## config.mk

```make
export PLATFORM = sky130hd
export DESIGN_NAME = ocsw_config_word
export DESIGN_NICKNAME = d
export VERILOG_FILES = /design/src/include/ocsw_pkg.sv /design/src/hdl/ocsw_sync.sv /design/src/hdl/ocsw_config_word.sv
export SDC_FILE = /design/constraint.sdc
export NUM_CORES = 1
export LEC_CHECK = 0
export BUFFER_PORTS_ARGS = -buffer_cell sky130_fd_sc_hd__buf_2
export CORE_ASPECT_RATIO = 1.4
export CORE_MARGIN = 3
export CORE_UTILIZATION = 45
export CTS_BUF_LIST = sky130_fd_sc_hd__clkbuf_8
export DETAILED_ROUTE_END_ITERATION = 7
export PLACE_DENSITY = 0.67
export RECOVER_POWER = 100
export SLEW_MARGIN = 20
export SYNTH_ARGS = -nofsm -noshare
export SYNTH_HDL_FRONTEND = slang
export SYNTH_SLANG_ARGS = --single-unit
```

## constraint.sdc

```tcl
create_clock -name clk -period 3.96 [get_ports clk]
set_input_delay 0.792 -clock clk [delete_from_list [all_inputs] [get_ports clk]]
set_output_delay 0.792 -clock clk [all_outputs]
set_load 0.005 [all_outputs]
```

## src/include/ocsw_pkg.sv

```systemverilog
package ocsw_pkg;

    // word layout
    localparam int WORD_W = 32;
    localparam int SEL_LO_BIT = 0;
    localparam int SEL_HI_BIT = 1;
    localparam logic [1:0] SEL_THIS_WORD = 2'h1;
    localparam int PAIRS = 5;
    localparam int PAIR_LSB = 2;
    localparam int OUTS = 10;
    localparam int MODE_W = 2;
    localparam int MODE_LSB = 7;
    localparam int REFSRC_BIT = 27;
    localparam int SHARED_BIT = 28;
    localparam int LOCK_BIT = 29;
    localparam int QDIV4_BIT = 30;
    localparam int QDIV8_BIT = 31;

    // values after power-up or power-down
    localparam logic [4:0] PAIR_SIG_RST = 5'h1F;
    localparam logic [19:0] OUT_MODE_RST = 20'h00000;
    localparam logic FLAG_RST = 1'h0;

    // serial receiver
    localparam int BITCNT_W = 6;
    localparam logic [5:0] BITCNT_FULL = 6'h20;
    localparam logic [5:0] BITCNT_MAX = 6'h3F;
    localparam int SYNC_STAGES = 3;

    typedef enum logic [1:0] {
        OCSW_RX_IDLE = 2'h0,
        OCSW_RX_SHIFT = 2'h1,
        OCSW_RX_DONE = 2'h3
    } ocsw_rx_e;

    typedef struct packed {
        logic quarter_shift_by_eight;
        logic quarter_shift_by_four;
        logic lock_indicator_type;
        logic shared_pin_function_select;
        logic refpin_source_select;
        logic [19:0] out_mode;
        logic [4:0] pair_signaling;
    } ocsw_cfg_s;

    typedef struct packed {
        logic ref_valid;
        logic primary_reference;
        logic digital_lock;
        logic analog_lock;
        logic oscillator_ok;
    } ocsw_stat_s;

endpackage

```

## src/hdl/ocsw_sync.sv

```systemverilog
`timescale 1ns/1ns
`default_nettype none

module ocsw_sync #(
    parameter int W = 1
) (
    // clock and reset
    input wire logic clk,
    input wire logic resetn,
    // asynchronous levels in, filtered levels out
    input wire logic [W-1:0] async_in,
    output logic [W-1:0] level_q
);

    genvar i;
    generate
        for (i = 0; i < W; i++) begin : g_bit
            logic [ocsw_pkg::SYNC_STAGES-1:0] stage_q;
            logic level_d;

            // a change counts only once stages two and three agree
            always_comb begin
                level_d = level_q[i];
                if (stage_q[1] == stage_q[2]) begin
                    level_d = stage_q[2];
                end
            end

            always_ff @(posedge clk or negedge resetn) begin
                if (!resetn) begin
                    stage_q <= '0;
                    level_q[i] <= 1'b0;
                end else begin
                    stage_q <= {stage_q[1:0], async_in[i]};
                    level_q[i] <= level_d;
                end
            end
        end
    endgenerate

endmodule

`default_nettype wire

```

## src/hdl/ocsw_config_word.sv

```systemverilog
`timescale 1ns/1ns
`default_nettype none

module ocsw_config_word (
    // clock and reset
    input wire logic clk,
    input wire logic resetn,
    // serial configuration port
    input wire logic serial_clk_pin,
    input wire logic serial_data_pin,
    input wire logic serial_latch_pin,
    // power-down control, low powers down
    input wire logic power_down_control_n,
    // status sources from the pll core
    input wire ocsw_pkg::ocsw_stat_s status_in,
    // decoded configuration
    output ocsw_pkg::ocsw_cfg_s cfg_q,
    // status pins
    output logic refpin_state_q,
    output logic oscillator_state_pin_o,
    output logic oscillator_state_pin_oe,
    output logic pump_bias_resistor_en_q,
    output logic lock_indicator_q,
    // divider control and load pulse
    output logic quarter_div4_active_q,
    output logic quarter_div8_active_q,
    output logic div16_available_q,
    output logic pairwise_switching_q,
    output logic word_loaded_q
);

    localparam int NSYNC = 9;

    logic [NSYNC-1:0] pins_raw;
    logic [NSYNC-1:0] pins_lvl;
    logic sclk_lvl;
    logic sdata_lvl;
    logic slatch_lvl;
    logic pwrdn_n_lvl;
    ocsw_pkg::ocsw_stat_s stat_lvl;

    assign pins_raw = {serial_clk_pin, serial_data_pin, serial_latch_pin,
                       power_down_control_n, status_in};

    // every pin is foreign to clk, so all of them pass the filter
    ocsw_sync #(.W(NSYNC)) u_sync (
        .clk(clk),
        .resetn(resetn),
        .async_in(pins_raw),
        .level_q(pins_lvl)
    );

    assign sclk_lvl = pins_lvl[8];
    assign sdata_lvl = pins_lvl[7];
    assign slatch_lvl = pins_lvl[6];
    assign pwrdn_n_lvl = pins_lvl[5];
    assign stat_lvl = pins_lvl[4:0];

    // serial receiver state
    ocsw_pkg::ocsw_rx_e rx_q;
    ocsw_pkg::ocsw_rx_e rx_d;
    logic [ocsw_pkg::WORD_W-1:0] shift_q;
    logic [ocsw_pkg::WORD_W-1:0] shift_d;
    logic [ocsw_pkg::BITCNT_W-1:0] cnt_q;
    logic [ocsw_pkg::BITCNT_W-1:0] cnt_d;
    logic sclk_prev_q;
    logic slatch_prev_q;
    logic word_strobe;
    logic sclk_rise;
    logic slatch_rise;

    assign sclk_rise = sclk_lvl && !sclk_prev_q;
    assign slatch_rise = slatch_lvl && !slatch_prev_q;

    // bits shift in msb first while latch is low
    always_comb begin
        rx_d = rx_q;
        shift_d = shift_q;
        cnt_d = cnt_q;
        word_strobe = 1'b0;
        case (rx_q)
            ocsw_pkg::OCSW_RX_IDLE: begin
                cnt_d = '0;
                if (!slatch_lvl && sclk_rise) begin
                    shift_d = {shift_q[ocsw_pkg::WORD_W-2:0], sdata_lvl};
                    cnt_d = 6'h01;
                    rx_d = ocsw_pkg::OCSW_RX_SHIFT;
                end
            end
            ocsw_pkg::OCSW_RX_SHIFT: begin
                if (slatch_rise) begin
                    rx_d = ocsw_pkg::OCSW_RX_DONE;
                end else if (sclk_rise && !slatch_lvl) begin
                    shift_d = {shift_q[ocsw_pkg::WORD_W-2:0], sdata_lvl};
                    // saturate so an overlong frame never wraps to a whole word
                    if (cnt_q != ocsw_pkg::BITCNT_MAX) begin
                        cnt_d = cnt_q + 6'h01;
                    end
                end
            end
            ocsw_pkg::OCSW_RX_DONE: begin
                // short or long frames are dropped silently
                word_strobe = (cnt_q == ocsw_pkg::BITCNT_FULL);
                cnt_d = '0;
                rx_d = ocsw_pkg::OCSW_RX_IDLE;
            end
            default: begin
                rx_d = ocsw_pkg::OCSW_RX_IDLE;
                cnt_d = '0;
            end
        endcase
    end

    always_ff @(posedge clk or negedge resetn) begin
        if (!resetn) begin
            rx_q <= ocsw_pkg::OCSW_RX_IDLE;
            shift_q <= '0;
            cnt_q <= '0;
            sclk_prev_q <= 1'b0;
            slatch_prev_q <= 1'b0;
        end else begin
            rx_q <= rx_d;
            shift_q <= shift_d;
            cnt_q <= cnt_d;
            sclk_prev_q <= sclk_lvl;
            slatch_prev_q <= slatch_lvl;
        end
    end

    // configuration word
    ocsw_pkg::ocsw_cfg_s cfg_d;
    ocsw_pkg::ocsw_cfg_s cfg_dflt;
    logic addressed;
    logic loaded_d;

    always_comb begin
        cfg_dflt = '0;
        cfg_dflt.pair_signaling = ocsw_pkg::PAIR_SIG_RST;
        cfg_dflt.out_mode = ocsw_pkg::OUT_MODE_RST;
        cfg_dflt.refpin_source_select = ocsw_pkg::FLAG_RST;
        cfg_dflt.shared_pin_function_select = ocsw_pkg::FLAG_RST;
        cfg_dflt.lock_indicator_type = ocsw_pkg::FLAG_RST;
        cfg_dflt.quarter_shift_by_four = ocsw_pkg::FLAG_RST;
        cfg_dflt.quarter_shift_by_eight = ocsw_pkg::FLAG_RST;
    end

    assign addressed = ({shift_q[ocsw_pkg::SEL_HI_BIT], shift_q[ocsw_pkg::SEL_LO_BIT]}
                        == ocsw_pkg::SEL_THIS_WORD);

    always_comb begin
        cfg_d = cfg_q;
        loaded_d = 1'b0;
        if (!pwrdn_n_lvl) begin
            // held at defaults for as long as power-down stands
            cfg_d = cfg_dflt;
        end else if (word_strobe && addressed) begin
            loaded_d = 1'b1;
            cfg_d.pair_signaling = shift_q[ocsw_pkg::PAIR_LSB +: ocsw_pkg::PAIRS];
            cfg_d.out_mode = shift_q[ocsw_pkg::MODE_LSB +: ocsw_pkg::OUTS * ocsw_pkg::MODE_W];
            cfg_d.refpin_source_select = shift_q[ocsw_pkg::REFSRC_BIT];
            cfg_d.shared_pin_function_select = shift_q[ocsw_pkg::SHARED_BIT];
            cfg_d.lock_indicator_type = shift_q[ocsw_pkg::LOCK_BIT];
            cfg_d.quarter_shift_by_four = shift_q[ocsw_pkg::QDIV4_BIT];
            cfg_d.quarter_shift_by_eight = shift_q[ocsw_pkg::QDIV8_BIT];
        end
    end

    // status and divider outputs, computed from the next word so they move with it
    logic refpin_d;
    logic osc_o_d;
    logic osc_oe_d;
    logic bias_d;
    logic lock_d;
    logic q4_d;
    logic q8_d;
    logic div16_d;
    logic pairwise_d;
    logic shift_on;

    always_comb begin
        if (cfg_d.refpin_source_select) begin
            refpin_d = stat_lvl.primary_reference;
        end else begin
            refpin_d = stat_lvl.ref_valid;
        end
        // the shared pin is released when it becomes the resistor input
        osc_oe_d = !cfg_d.shared_pin_function_select;
        osc_o_d = osc_oe_d && stat_lvl.oscillator_ok;
        bias_d = cfg_d.shared_pin_function_select;
        lock_d = cfg_d.lock_indicator_type ? stat_lvl.analog_lock
                                           : stat_lvl.digital_lock;
        // both bits set cancel each other out
        q4_d = cfg_d.quarter_shift_by_four && !cfg_d.quarter_shift_by_eight;
        q8_d = cfg_d.quarter_shift_by_eight && !cfg_d.quarter_shift_by_four;
        shift_on = q4_d || q8_d;
        // either bit written takes the divider away, even the cancelled pair
        div16_d = !(cfg_d.quarter_shift_by_four || cfg_d.quarter_shift_by_eight);
        pairwise_d = shift_on;
    end

    always_ff @(posedge clk or negedge resetn) begin
        if (!resetn) begin
            cfg_q.pair_signaling <= ocsw_pkg::PAIR_SIG_RST;
            cfg_q.out_mode <= ocsw_pkg::OUT_MODE_RST;
            cfg_q.refpin_source_select <= ocsw_pkg::FLAG_RST;
            cfg_q.shared_pin_function_select <= ocsw_pkg::FLAG_RST;
            cfg_q.lock_indicator_type <= ocsw_pkg::FLAG_RST;
            cfg_q.quarter_shift_by_four <= ocsw_pkg::FLAG_RST;
            cfg_q.quarter_shift_by_eight <= ocsw_pkg::FLAG_RST;
            refpin_state_q <= 1'b0;
            oscillator_state_pin_o <= 1'b0;
            oscillator_state_pin_oe <= 1'b1;
            pump_bias_resistor_en_q <= 1'b0;
            lock_indicator_q <= 1'b0;
            quarter_div4_active_q <= 1'b0;
            quarter_div8_active_q <= 1'b0;
            div16_available_q <= 1'b1;
            pairwise_switching_q <= 1'b0;
            word_loaded_q <= 1'b0;
        end else begin
            cfg_q <= cfg_d;
            refpin_state_q <= refpin_d;
            oscillator_state_pin_o <= osc_o_d;
            oscillator_state_pin_oe <= osc_oe_d;
            pump_bias_resistor_en_q <= bias_d;
            lock_indicator_q <= lock_d;
            quarter_div4_active_q <= q4_d;
            quarter_div8_active_q <= q8_d;
            div16_available_q <= div16_d;
            pairwise_switching_q <= pairwise_d;
            word_loaded_q <= loaded_d;
        end
    end

endmodule

`default_nettype wire

```

# Word level (Yosys, flattened, before mapping)

Index checks and enable logic that the tools add are counted.
W data, S select, Z words.

$add $sub $neg: 1
Eq/ne operators: 20
Multiplexer cells: 18
Reduce and logical (&&, ||, !) cells: 21

Operators by type and width:

| operator              | count |
|---|---|
| $mux W32              | 2 |
| $pmux W32 S2          | 1 |
| $mux W30              | 2 |
| $mux W6               | 3 |
| $ne A2 B2 Y1 const B  | 6 |
| $pmux W6 S2           | 1 |
| $eq A1 B1 Y1          | 9 |
| $logic_and A1 B1 Y1   | 7 |
| $logic_not A1 Y1      | 7 |
| $add A6 B1 Y6 const B | 1 |
| $eq A6 B6 Y1 const B  | 1 |
| $mux W1               | 6 |
| $ne A6 B6 Y1 const B  | 1 |
| $eq A2 B1 Y1 const B  | 2 |
| $mux W2               | 2 |
| $pmux W2 S2           | 1 |
| $reduce_and A2 Y1     | 2 |
| $reduce_and A3 Y1     | 1 |
| $eq A2 B2 Y1 const B  | 1 |
| $logic_not A2 Y1      | 1 |
| $logic_or A1 B1 Y1    | 2 |
| $reduce_bool A2 Y1    | 1 |

Register bits after elaboration: 117
Input bits: 11
Output and inout port bits: 40
Logic and storage cells: 99

# Logic depth before layout (Yosys ltp)

Depth after elaboration: 8
Mapped depth: 7
Gate-level depth less buffers: 7

# Modules after synthesis

From an unflattened synthesis, not the netlist that was laid out.

Cells, all modules: 313
Area total of the unflattened synthesis: 4244.1 um^2

Modules (own cells, without submodules):

| module           | instances | cells each | area an instance (um^2) | seq. area each (um^2) |
|---|---|---|---|---|
| ocsw_config_word | 1         | 268        | 3241.9                  | 2035.7 |
| ocsw_sync        | 1         | 45         | 1002.2                  | 900.9 |

# Worst setup path after synthesis

Ideal clock, no wire load.

Path kind: register to register
Start: register cnt_q[0] (netlist name)
End: register pairwise_switching_q
Library setup time: 0.126 ns
Data arrival time: 1.626 ns
Required time: 3.834 ns
Slack: 2.208 ns
Cell stages (with the launch flop): 8
Buffers on the path: 0
Clock period less this slack: 1.752 ns
Cells stage by stage: dfrtp_1 > inv_1 > ha_1 > and4b_1 > nand3_2 > mux2i_1 > nand2b_1 > ha_1

Longest elaborated chain between the ends: 8
Elaborated cells on any way between the ends: 10
Classes of those cells: 1 x eq/ne; 3 x mux; 6 x reduce/logical

Ends and longest elaborated chain:

| element                                       | line                                             | source |
|---|---|---|
| from (decl)                                   | ocsw_config_word.sv:64                           | `logic [ocsw_pkg::BITCNT_W-1:0] cnt_q;` |
| from (signal assigned)                        | ocsw_config_word.sv:124                          | `cnt_q <= cnt_d;` |
| $eq A6 B6 Y1 *                                | ocsw_config_word.sv:103                          | `word_strobe = (cnt_q == ocsw_pkg::BITCNT_FULL);` |
| $mux W1 *                                     | ocsw_config_word.sv:81                           | `case (rx_q)` |
| $logic_and A1 B1 Y1 *                         | ocsw_config_word.sv:156                          | `end else if (word_strobe && addressed) begin` |
| $mux W30 *                                    | ocsw_config_word.sv:156                          |  |
| $mux W30 *                                    | ocsw_config_word.sv:153                          | `if (!pwrdn_n_lvl) begin` |
| $logic_not A1 Y1, on equally long branches    | ocsw_config_word.sv:193, ocsw_config_word.sv:194 |  |
| $logic_and A1 B1 Y1, on equally long branches | ocsw_config_word.sv:193, ocsw_config_word.sv:194 |  |
| $logic_or A1 B1 Y1 *                          | ocsw_config_word.sv:195                          | `shift_on = q4_d \|\| q8_d;` |
| via pairwise_d                                | ocsw_config_word.sv:177                          | `logic pairwise_d;` |
| to (signal assigned)                          | ocsw_config_word.sv:230                          | `pairwise_switching_q <= pairwise_d;` |
| to (decl)                                     | ocsw_config_word.sv:28                           | `output logic pairwise_switching_q,` |

Mark *: on every way through the listed nets, which the timed path passes. The rest lies on a longest branch. The select of a mux whose other input is x is not followed.
A chain may end at the register's enable or synchronous reset.

# Worst setup path after layout

Start: register cnt_q[0] (netlist name)
End: register oscillator_state_pin_o

Longest elaborated chain between the ends: 7

Ends and longest elaborated chain:

| element              | line                    | source |
|---|---|---|
| $eq A6 B6 Y1         | ocsw_config_word.sv:103 |  |
| $mux W1              | ocsw_config_word.sv:81  |  |
| $logic_and A1 B1 Y1  | ocsw_config_word.sv:156 |  |
| $mux W30             | ocsw_config_word.sv:156 |  |
| $mux W30             | ocsw_config_word.sv:153 |  |
| $logic_not A1 Y1     | ocsw_config_word.sv:187 | `osc_oe_d = !cfg_d.shared_pin_function_select;` |
| via osc_oe_d         | ocsw_config_word.sv:171 | `logic osc_oe_d;` |
| $logic_and A1 B1 Y1  | ocsw_config_word.sv:188 | `osc_o_d = osc_oe_d && stat_lvl.oscillator_ok;` |
| via osc_o_d          | ocsw_config_word.sv:170 | `logic osc_o_d;` |
| to (signal assigned) | ocsw_config_word.sv:223 | `oscillator_state_pin_o <= osc_o_d;` |
| to (decl)            | ocsw_config_word.sv:20  | `output logic oscillator_state_pin_o,` |

The timed path passes the listed nets, and every way through them passes these cells. The select of a mux whose other input is x is not followed.

==> results.txt <==
Status: finished with violations
Violated checks: max-capacitance violations, max-slew violations
Sequential area share after synthesis: 0.684
Power Total: 2450 uW
Synth cell types: 41
Post-place setup slack: 1600 ps
Drt total wl: 6900 um
Final worst slack: 1220 ps
Gr ovfl total: 0
Post-route minimum period: 2740 ps
Core Region: 9180 um^2
Final setup viols: 0
Critical path's largest stage delay: 1210 ps
Yosys top cell by area: dfrtp_1
CP bufs+invs: 1
Worst Setup End Kind: flop
Fmax: 364 MHz
Maximum capacitance violations: 3
ANT cells: 0
WL per Instance: 14.0 um
Pin count of the biggest net entering global routing: 76
DRC viols: 0
Crit path max-delay cell type: nor3_2
Final period util: 0.693
Top Ports: 51
NumNets Final: 388
Synth Flop Type: dfrtp_1
PortBufs: 50
Leak pwr: 0.00233 uW
Crit-path cells: inv_1 -> ha_1 -> nand4b_1 -> nor3_2 -> mux2_1 -> and2_1
Worst Hold Margin: 347 ps
Root Driver: clkbuf_8
Initial DRC count: 78
Post-cts gate resize count: 0
Post-Synthesis Cells: 313
Peak supply drop: 0.293 mV
Worst setup SP type: flop
Family with the most delay on the worst path: simple AND/OR/NAND/NOR gates
DP Wirelength: 4530 um
FP Rows: 41
Slew Limit Fails: 137
Initial core utilization: 0.468
Critical path class: reg2reg
Post-synth top cells: 110 x dfrtp_1, 53 x nand2_1, 25 x mux2_2, 23 x a21oi_1, 10 x nor2_1
HP Class: reg2reg
Crit Path Max Fanout: 26
Post-synthesis cell area: 4300 um^2
Worst slew margin: -0.171
Crit path required time: 4270 ps
Async set-reset flop share out of synthesis: 1.00
Antenna viol nets, final: 0
First-pass GRT wire length: 11800 um
Placer Congestion: 0.760
Via count: 2481
Yosys warnings: 0
Number of global-route vias before repair: 2542
Longest Clk Path Bufs: 2
Syn Nets: 329
Arrival time worst endpoint: 3050 ps
Total Die Area: 10800 um^2
Synthesis-to-finish area growth: 13.9%
Share of cells above drive strength 1: 0.247
# Post-CTS Setup Buffers: 0
Top-area cell type share of the netlist area: 0.641
RSZ-0062 raised after global routing: no
CTS tree: built
Initial antenna violation count: 0
Number of H-tree levels: 4
CTS Buf Count: 17
Hold buffers post-CTS: 0
Die Y: 122 um
Clk_lat worst skew: 420 ps
Most area-consuming cells after synthesis: dfrtp_1 64%, mux2_2 6.6%, nand2_1 4.6%
#FFs+latches synth: 117
DIE WIDTH: 88.6 um
Clock skew: 9.83 ps
Via density: 5.04
GRT Overall Usage: 0.147
Clock Sinks: 117
EDFF count, synth: 0
Fin util: 0.533
Power per cell area: 501 nW/um^2
Cell with the most instances after synthesis: dfrtp_1
Total negative slack: 0 ps
Clock transition time at the flip-flop clock pins of the worst setup and hold paths: 60 ps
Tightest Pin Transition: 1760 ps
Avg Inst Size Synth: 13.7 um^2
Final Hold Viols: 0
Initial DRT Pass Iterations: 4
-- cells in the final DEF, fill, tap and decap left out, drive strengths merged, types with 2 or more instances in the layout --
cell	instances
and2	2
nor2	11
clkbuf	36
xnor2	2
clkinv	4
dfstp	7
mux2	35
o31ai	2
maj3	9
inv	13
mux2i	3
nand2b	3
nand4	2
nand2	53
nor3	3
ha	5
a21oi	25
buf	36
a211oi	3
nand3	8
dfrtp	110
-- power by group --
group          total, uW  internal [uW]  switching (uW)
clock                948            525             423
sequential          1350           1280            67.7
combinational        156           70.7            85.2
total               2450           1880             576
-- cell families after synthesis --
logic type | Yosys count | share of synthesized area
fa+ha+maj | 14 | 0.0355
simple gates | 92 | 0.106
compound gates | 32 | 0.0451
buf+inv | 18 | 0.0245
flops | 117 | 0.684
xor+xnor | 2 | 0.00408
mux | 38 | 0.101
-- through the flow --
| step | std cells | instance area (um^2) |
|---|---|---|
| detailed placement | 460 | 4610 |
| global route | 492 | 4890 |
| CTS | 492 | 4970 |
| finish | 492 | 4890 |
| global placement | 460 | 4610 |
| floorplan | 313 | 4300 |
-- state kept, by name (all words and copies together) (netlist names), 2 cells and up --
signal                count
cfg_q                    29
cnt_q                     6
rx_q                      2
shift_q                  32
u_sync.g_bit.stage_q     27
u_sync.level_q            9
-- layout make-up --
cell class / instances / area (um^2)
fillers: 833 / 4290
clock inverters: 12 / 76.3
repair buffers: 52 / 239
inverters: 6 / 22.5
multi-input cells: 178 / 1210
flip-flops and latches: 117 / 2940
well taps: 107 / 134
clock buffers: 20 / 275
-- worst paths after layout --
path | startpoint | endpoint | slack, ps | cells past startpoint
worst max-delay path | cnt_q[0] | oscillator_state_pin_o | 1220 | 6
worst min-delay path | u_sync.g_bit[8].stage_q[0] | u_sync.g_bit[8].stage_q[1] | 350 | 0
worst max register to register | cnt_q[0] | oscillator_state_pin_o | 1220 | 6
worst min register to register | u_sync.g_bit[8].stage_q[0] | u_sync.g_bit[8].stage_q[1] | 350 | 0
max in group asynchronous | resetn | u_sync.g_bit[5].stage_q[2] | 1250 | 2
min in group asynchronous | resetn | cfg_q[17] | 840 | 1
-- layer usage --
| metal | vias up | wire, um | GRT usage |
|---|---|---|---|
| li1 | 1180 | - | - |
| met2 | 62 | 3320 | 0.223 |
| met5 | - | 0 | 0 |
| met4 | 0 | 174 | 0.0822 |
| met3 | 15 | 314 | 0.0562 |
| met1 | 1224 | 3090 | 0.177 |
(Power assumes the default switching activity.)
